File: src/verilog/mmpt_pkg.sv
/*
  Constants for the multi-match pulse-width timer: register byte offsets,
  field positions and reset values shared by the timer and its prescaler.
  Assumes a 32-bit classic Wishbone slave port decoding adr[7:2].
*/
package mmpt_pkg;

  localparam int NUM_MATCH = 7;
  localparam int NUM_OUT   = 6;

  // register byte offsets
  localparam logic [7:0] OFS_FLAGS  = 8'h00; // interrupt flags, write one to clear
  localparam logic [7:0] OFS_CTRL   = 8'h04; // run, hold, pulse mode
  localparam logic [7:0] OFS_COUNT  = 8'h08; // main counter, read only
  localparam logic [7:0] OFS_PSCALE = 8'h0C; // prescale limit
  localparam logic [7:0] OFS_PCOUNT = 8'h10; // prescale count, read only
  localparam logic [7:0] OFS_MCTL   = 8'h14; // three action bits per match
  localparam logic [7:0] OFS_MATCH0 = 8'h18; // period_match_register, then 1..6
  localparam logic [7:0] OFS_PWMCTL = 8'h34; // edge select and output enables
  localparam logic [7:0] OFS_LATCH  = 8'h38; // release bits, one per match

  // control fields
  localparam int CTRL_RUN  = 0;
  localparam int CTRL_HOLD = 1;
  localparam int CTRL_PWM  = 3;

  // per-match action bits within a three-bit group
  localparam int MCTL_IRQ   = 0;
  localparam int MCTL_RESET = 1;
  localparam int MCTL_STOP  = 2;
  localparam int MCTL_W     = 3;

  // pulse control fields
  localparam int PWMCTL_DBL = 0; // bits 5:0, output k+1 double-edge when set, except output 1, which is always single-edge
  localparam int PWMCTL_OEN = 8; // bits 13:8, output k+1 enabled

  // reset values
  localparam logic [31:0] RST_WORD = 32'h0000_0000;
  localparam logic [2:0]  RST_CTRL = 3'h0;

endpackage : mmpt_pkg

File: src/verilog/mmpt_prescaler.sv
/*
  Prescaler for the pulse-width timer: counts clock cycles up to a
  programmable limit and emits a one-cycle tick on each wrap.
  Assumes run and hold come from registers on the same clock.
*/
`timescale 1ns/1ps
module mmpt_prescaler
  import mmpt_pkg::*;
(
  // clock and reset
  input  wire logic        clk_i,
  input  wire logic        rst_i,
  // control
  input  wire logic        run_i,
  input  wire logic        hold_i,
  input  wire logic [31:0] limit_i,
  // status
  output logic             tick_o,
  output logic [31:0]      count_o
);

  typedef struct packed {
    logic [31:0] count;
  } mmpt_pre_s;

  mmpt_pre_s st;
  mmpt_pre_s next_st;

  // wrap when the count reaches the limit; limit zero ticks every cycle
  assign tick_o  = run_i && !hold_i && (st.count == limit_i);
  assign count_o = st.count;

  // next count
  always_comb begin
    next_st = st;
    if (hold_i) begin
      next_st.count = RST_WORD;
    end else if (tick_o) begin
      next_st.count = RST_WORD;
    end else if (run_i) begin
      next_st.count = st.count + 32'h0000_0001;
    end
  end

  // state register
  always_ff @(posedge clk_i) begin
    if (rst_i) begin
      st <= '0;
    end else begin
      st <= next_st;
    end
  end
endmodule : mmpt_prescaler

File: src/verilog/mmpt_timer.sv
/*
  Multi-match pulse-width timer: 32-bit counter behind a prescaler, seven
  match registers with shadow copies, match actions, interrupt flags and
  six pulse outputs. Registers sit on a classic Wishbone slave.
  Assumes a single 100 MHz clock and a synchronous active-high reset;
  the interrupt flags are status only, no interrupt line leaves the block.
*/
`timescale 1ns/1ps
module mmpt_timer
  import mmpt_pkg::*;
(
  // clock and reset
  input  wire logic        clk_i,
  input  wire logic        rst_i,
  // wishbone slave
  input  wire logic        cyc_i,
  input  wire logic        stb_i,
  input  wire logic        we_i,
  input  wire logic [7:0]  adr_i,
  input  wire logic [3:0]  sel_i,
  input  wire logic [31:0] dat_i,
  output logic [31:0]      dat_o,
  output logic             ack_o,
  // pulse outputs, bit k is output k+1
  output logic [5:0]       pwm_o
);

  // whole state in one record so reset and register stay one process
  typedef struct packed {
    logic                  ack;
    logic [31:0]           rdata;
    logic                  run;
    logic                  hold;
    logic                  pwm;
    logic [31:0]           count;
    logic [31:0]           pscale;
    logic [20:0]           mctl;
    logic [6:0]            flags;
    logic [5:0]            dbl;
    logic [5:0]            oen;
    logic [6:0]            latch;
    logic [6:0][31:0]      shadow;
    logic [6:0][31:0]      act;
    logic [5:0]            out;
  } mmpt_state_s;

  mmpt_state_s st;
  mmpt_state_s next_st;

  logic        tick;
  logic [31:0] pcount;
  logic [6:0]  hit;
  logic [6:0]  hit_irq;
  logic [6:0]  hit_rst;
  logic [6:0]  hit_stop;
  logic        wr_take;
  logic [5:0]  set_out;
  logic [5:0]  clr_out;

  // byte-lane merge of a write into an old word
  function automatic logic [31:0] wb_merge(input logic [31:0] old_w, input logic [31:0] new_w,
                                           input logic [3:0] sel);
    logic [31:0] res;
    res = old_w;
    for (int b = 0; b < 4; b++) begin
      if (sel[b]) begin
        res[b*8 +: 8] = new_w[b*8 +: 8];
      end
    end
    return res;
  endfunction : wb_merge

  // match register decode: valid flag and index, used for read and write
  function automatic logic [3:0] match_dec(input logic [7:0] adr);
    logic [3:0] res;
    res = 4'h0;
    for (int m = 0; m < NUM_MATCH; m++) begin
      if (adr[7:2] == 6'((int'(OFS_MATCH0) + 4*m) >> 2)) begin
        res = {1'b1, 3'(m)};
      end
    end
    return res;
  endfunction : match_dec

  mmpt_prescaler u_pre (
    .clk_i   (clk_i),
    .rst_i   (rst_i),
    .run_i   (st.run),
    .hold_i  (st.hold),
    .limit_i (st.pscale),
    .tick_o  (tick),
    .count_o (pcount)
  );

  // match events only on a counter step, so each value matches once
  genvar gm;
  generate
    for (gm = 0; gm < NUM_MATCH; gm++) begin : g_hit
      assign hit[gm]      = tick && (st.count == st.act[gm]);
      assign hit_irq[gm]  = hit[gm] && st.mctl[gm*MCTL_W + MCTL_IRQ];
      assign hit_rst[gm]  = hit[gm] && st.mctl[gm*MCTL_W + MCTL_RESET];
      assign hit_stop[gm] = hit[gm] && st.mctl[gm*MCTL_W + MCTL_STOP];
    end
  endgenerate

  // edge sources per output; clear wins so equal edges give a low output
  genvar go;
  generate
    for (go = 0; go < NUM_OUT; go++) begin : g_edge
      if (go == 0) begin : g_single_only
        assign set_out[go] = hit[0] && (st.act[1] != RST_WORD);
      end else begin : g_either
        assign set_out[go] = st.dbl[go] ? hit[go]
                                        : hit[0] && (st.act[go+1] != RST_WORD);
      end
      assign clr_out[go] = hit[go+1];
    end
  endgenerate

  // write is taken on the edge where the master sees ack
  assign wr_take = cyc_i && stb_i && we_i && st.ack;

  // next state
  always_comb begin
    logic [3:0]  mdec;
    logic [31:0] wdat;
    mdec = match_dec(adr_i);
    wdat = RST_WORD;
    next_st = st;

    // wishbone answer one cycle after the request, dropped the cycle after
    next_st.ack   = cyc_i && stb_i && !st.ack;
    next_st.rdata = RST_WORD;
    if (cyc_i && stb_i && !we_i && !st.ack) begin
      unique case (adr_i[7:2])
        OFS_FLAGS[7:2]:  next_st.rdata = {25'h0, st.flags};
        OFS_CTRL[7:2]:   next_st.rdata = {28'h0, st.pwm, 1'b0, st.hold, st.run};
        OFS_COUNT[7:2]:  next_st.rdata = st.count;
        OFS_PSCALE[7:2]: next_st.rdata = st.pscale;
        OFS_PCOUNT[7:2]: next_st.rdata = pcount;
        OFS_MCTL[7:2]:   next_st.rdata = {11'h0, st.mctl};
        OFS_PWMCTL[7:2]: next_st.rdata = {18'h0, st.oen, 2'h0, st.dbl};
        OFS_LATCH[7:2]:  next_st.rdata = {25'h0, st.latch};
        default: begin
          if (mdec[3]) begin
            next_st.rdata = st.shadow[mdec[2:0]];
          end
        end
      endcase
    end

    // counter: reset on any resetting match or a pulse-mode period match, step on other ticks
    if (st.hold) begin
      next_st.count = RST_WORD;
    end else if (tick) begin
      if ((|hit_rst) || (st.pwm && hit[0])) begin
        next_st.count = RST_WORD;
      end else begin
        next_st.count = st.count + 32'h0000_0001;
      end
    end
    // a stop hit still lets its own step land, so a stopped count rests one past
    if (|hit_stop) begin
      next_st.run = 1'b0;
    end

    // flags: hardware set beats a same-cycle software clear
    next_st.flags = st.flags | hit_irq;

    // pulse outputs; in plain timer mode they stay low
    for (int k = 0; k < NUM_OUT; k++) begin
      if (!st.pwm || !st.oen[k]) begin
        next_st.out[k] = 1'b0;
      end else if (clr_out[k]) begin
        next_st.out[k] = 1'b0;
      end else if (set_out[k]) begin
        next_st.out[k] = 1'b1;
      end
    end

    // shadow release: in pulse mode only at the period match, so a cycle never mixes values
    for (int m = 0; m < NUM_MATCH; m++) begin
      if (!st.pwm) begin
        next_st.act[m] = st.shadow[m];
      end else if (hit[0] && st.latch[m]) begin
        next_st.act[m]   = st.shadow[m];
        next_st.latch[m] = 1'b0;
      end
    end

    // register writes
    if (wr_take) begin
      unique case (adr_i[7:2])
        OFS_FLAGS[7:2]: begin
          wdat = wb_merge(RST_WORD, dat_i, sel_i);
          next_st.flags = (st.flags & ~wdat[6:0]) | hit_irq;
        end
        OFS_CTRL[7:2]: begin
          wdat = wb_merge({28'h0, st.pwm, 1'b0, st.hold, st.run}, dat_i, sel_i);
          next_st.run  = wdat[CTRL_RUN];
          next_st.hold = wdat[CTRL_HOLD];
          next_st.pwm  = wdat[CTRL_PWM];
        end
        OFS_PSCALE[7:2]: begin
          next_st.pscale = wb_merge(st.pscale, dat_i, sel_i);
        end
        OFS_MCTL[7:2]: begin
          wdat = wb_merge({11'h0, st.mctl}, dat_i, sel_i);
          next_st.mctl = wdat[20:0];
        end
        OFS_PWMCTL[7:2]: begin
          wdat = wb_merge({18'h0, st.oen, 2'h0, st.dbl}, dat_i, sel_i);
          next_st.dbl = wdat[PWMCTL_DBL +: 6];
          next_st.oen = wdat[PWMCTL_OEN +: 6];
        end
        OFS_LATCH[7:2]: begin
          wdat = wb_merge(RST_WORD, dat_i, sel_i);
          next_st.latch = next_st.latch | wdat[6:0];
        end
        default: begin
          if (mdec[3]) begin
            next_st.shadow[mdec[2:0]] = wb_merge(st.shadow[mdec[2:0]], dat_i, sel_i);
          end
        end
      endcase
    end
  end

  // state register; all control state clears on reset
  always_ff @(posedge clk_i) begin
    if (rst_i) begin
      st <= '0;
    end else begin
      st <= next_st;
    end
  end

  // outputs straight from flip-flops
  assign dat_o = st.rdata;
  assign ack_o = st.ack;
  assign pwm_o = st.out;
endmodule : mmpt_timer
File: config.mk
export PLATFORM = sky130hd
export DESIGN_NAME = mmpt_timer
export DESIGN_NICKNAME = d
export VERILOG_FILES = /design/src/verilog/mmpt_pkg.sv /design/src/verilog/mmpt_prescaler.sv /design/src/verilog/mmpt_timer.sv
export SDC_FILE = /design/constraint.sdc
export NUM_CORES = 2
export LEC_CHECK = 0
export BUFFER_PORTS_ARGS = -buffer_cell sky130_fd_sc_hd__buf_2
export CORE_ASPECT_RATIO = 0.6
export CORE_MARGIN = 3
export CORE_UTILIZATION = 45
export DETAILED_ROUTE_END_ITERATION = 8
export PLACE_DENSITY = 0.58
export SLEW_MARGIN = 0
export SYNTH_ARGS = -nofsm -noshare
export SYNTH_HDL_FRONTEND = slang
export SYNTH_SLANG_ARGS = --single-unit
File: constraint.sdc
create_clock -name clk_i -period 3.25 [get_ports clk_i]
set_clock_uncertainty 0.15 [all_clocks]
set_input_delay 0.4875 -clock clk_i [delete_from_list [all_inputs] [get_ports clk_i]]
set_output_delay 0.4875 -clock clk_i [all_outputs]
set_load 0.03 [all_outputs]
==> out/metrics.cfg <==
[power]
power_frac_seq_pct=47.9
p_int_mw=12.47
ir_worst_vdd_mv=0.3898
swShare_pct=22.97
p_leak_nw=12.64
pwr-share-clk_pct=48.6
p_comb_share_pct=3.5
power_density_nw_per_um2=473.8
total_power_mw=16.18
switching_power_mw=3.717

[layout]
drive_gt1_share_pct=13.82
layout_commonest_cell=dfxtp_1
finalNetCount=3554
num_antenna_cells=0
area_growth_pct=15.46
design_area_sq_um=34150
layout_common_cells=dfxtp_1, nand2_1, nor2_1, a21oi_1, mux2i_1

[yosys]
synth_area_leaders=dfxtp_1, mux2i_1, nand2_1, xnor2_1, a21oi_1
synth_edf_count=0
ys.flop_type=dfxtp_1
async_flop_share_pct=0
yosys_warnings=0
synthCells=3438
synthesis.area_sq_um=29580
synth_top_area_cell=dfxtp_1
syn_nets=3489
ys_ff_latch=633
synth_top_area_share_pct=42.84
synth-seq-area-share_pct=42.84
syn_area_per_cell_sq_um=8.604
synth_cell_types=66

[sta]
period_needed_ns=3.197
relSlewSlack_pct=19.82
fin_ws_ns=0.05315
post-route-period-util_pct=98.36
worstMarginPinSlew_ns=1.203
setup_tns_ns=0
slew_viol_final=0
finalHoldViolations=0
rsz0062_at_grt=no
finalSetupViolCount=0
fmax_mhz=312.8

[floorplan]
initial_utilization_pct=45.67
die_h_um=204.6
coreArea_sq_um=64770
ios=88
fp-row-count=72
die_x_um=337.0
dieArea_sq_um=68950

[placed_design]
post_dp_cell_area_sq_um=31740
io_buffers=85
pre_cts_ws_ns=0.09605
hpwl_um=90960
gp_congestion=0.9763

[cts]
clkTransAtPathRegs_ns=0.07
insertion_delay_ns=0.66
cts_buffer_depth=3
htreeDepth=2
cts-root-buf=clkbuf_16
tritoncts=yes
clock-sinks=633
cts_setup_buffers=0
cts_buffers=59

[detailed_routing]
drcViolationCount=0
firstDrtPassIters=8
first_iter_violations=3969
via_per_inst=6.086
antenna_left=0
wl_um=120200
dr_total_vias=26798
wl_per_cell_um=27.31

[global_route]
grt_pass1_vias=24382
grt_max_degree=225
antenna_found_initial=2
grt_pass1_wl_um=171900
grtUsageTotal_pct=34.05
grt-ovfl-total=0

[critical_path]
endpoint_kind=register
crit_path_max_fanout=31
required_ns=3.64
cp-start-kind=register
worstSetupPathType=register to register
arrival_ns=3.58

[status]
status=finished clean

[run]
maxCapViolations=0

[worst_hold_path]
hold_path.class=input port to register

critical path, cell delays in order (launching register included):
cell and delay [ns]:
dfxtp_1 0.68, xor2_1 0.14, nor4_1 0.59, nand4_1 0.30, buf_4 0.26, or3_1 0.30, nand4_1 0.13, o41a_1 0.21
buf_12 0.21, nor2_1 0.10
stage by stage:
| step | hold slack (ns) | util [%] | std cells |
|---|---|---|---|
| after floorplan | 0.2762 | - | 3438 |
| after global placement | 0.2859 | 49.01 | 4270 |
| after detailed placement | 0.3091 | 49.01 | 4270 |
| after CTS | 0.001125 | 52.72 | 4403 |
| after global routing | 0.02958 | 52.73 | 4403 |
| final | 0.04852 | 52.73 | 4403 |
cell usage after synthesis (5+ instances only):
cell	number
xnor2_1	176
clkbuf_1	172
nand4_1	83
a21oi_1	279
mux2_2	64
nand3_1	86
and3_1	17
buf_4	45
a221oi_1	5
nor2_1	357
o21ai_0	29
nor3_2	6
o21ai_1	32
a222oi_1	31
inv_1	6
nor4b_2	5
and2_1	5
xor2_1	127
nand2_1	607
nand2b_1	8
or3_1	13
nor3_1	14
or4_1	5
buf_1	7
nor4_1	87
a32o_1	31
nor2b_1	5
dfxtp_1	633
a22oi_1	22
a221o_1	29
or2_2	6
a31oi_1	25
mux2i_1	269
a211o_1	31
buf_2	66
kinds of logic after synthesis:
group | synth area share (%)
adders and majority gates | 0.08458
buffers and inverters | 4.763
and+or+nand+nor | 20.01
DFF | 42.84
muxes | 11.61
AOI/OAI and AO/OA | 11.67
xor gates and xnor gates | 9.026
final cells by class:
type | instances | area, sq um
Sequential cell | 633 | 12670
Clock inverter | 27 | 417.9
Inverter | 8 | 30.03
Clock buffer | 83 | 1758
Multi-Input combinational cell | 2503 | 15700
Timing Repair Buffer | 298 | 2507
Tap cell | 851 | 1065
Fill cell | 5967 | 30620
final timing paths:
| path | to | startpoint | cells after the start | slack (ns) |
|---|---|---|---|---|
| worst max-delay path | st[536]$_SDFFE_PP0P_ | st[557]$_SDFFE_PP0P_ | 9 | 0.05 |
| worst min-delay path | st[523]$_SDFFE_PP0P_ | dat_i[22] | 3 | 0.05 |
| worst max register to register | st[536]$_SDFFE_PP0P_ | st[557]$_SDFFE_PP0P_ | 9 | 0.05 |
| worst min register to register | register | register | 2 | 0.32 |
repair_timing:
item	CTS	global route
resized for setup	0	1
setup endpoints to repair	0	1
endpoints found under the hold margin	35	0
hold buffers	23	0
power groups by stage:
stage	clock network [mW]	registers, mW	logic [mW]
after global routing	8.25	7.75	0.590
after floorplan	0	7.93	0.266
after CTS	7.96	7.75	0.557
after detailed placement	0	7.93	0.533
after global placement	0	7.93	0.526
final	7.86	7.75	0.571
routing by layer:
layer,vias up,GRT usage [%],wire (um)
met5,-,0,14
met4,2,7.230,2429
met3,114,10.27,15590
met2,1467,43.98,44890
met1,13169,53.91,57310
li1,12046,-,-
(Power assumes the default switching activity.)
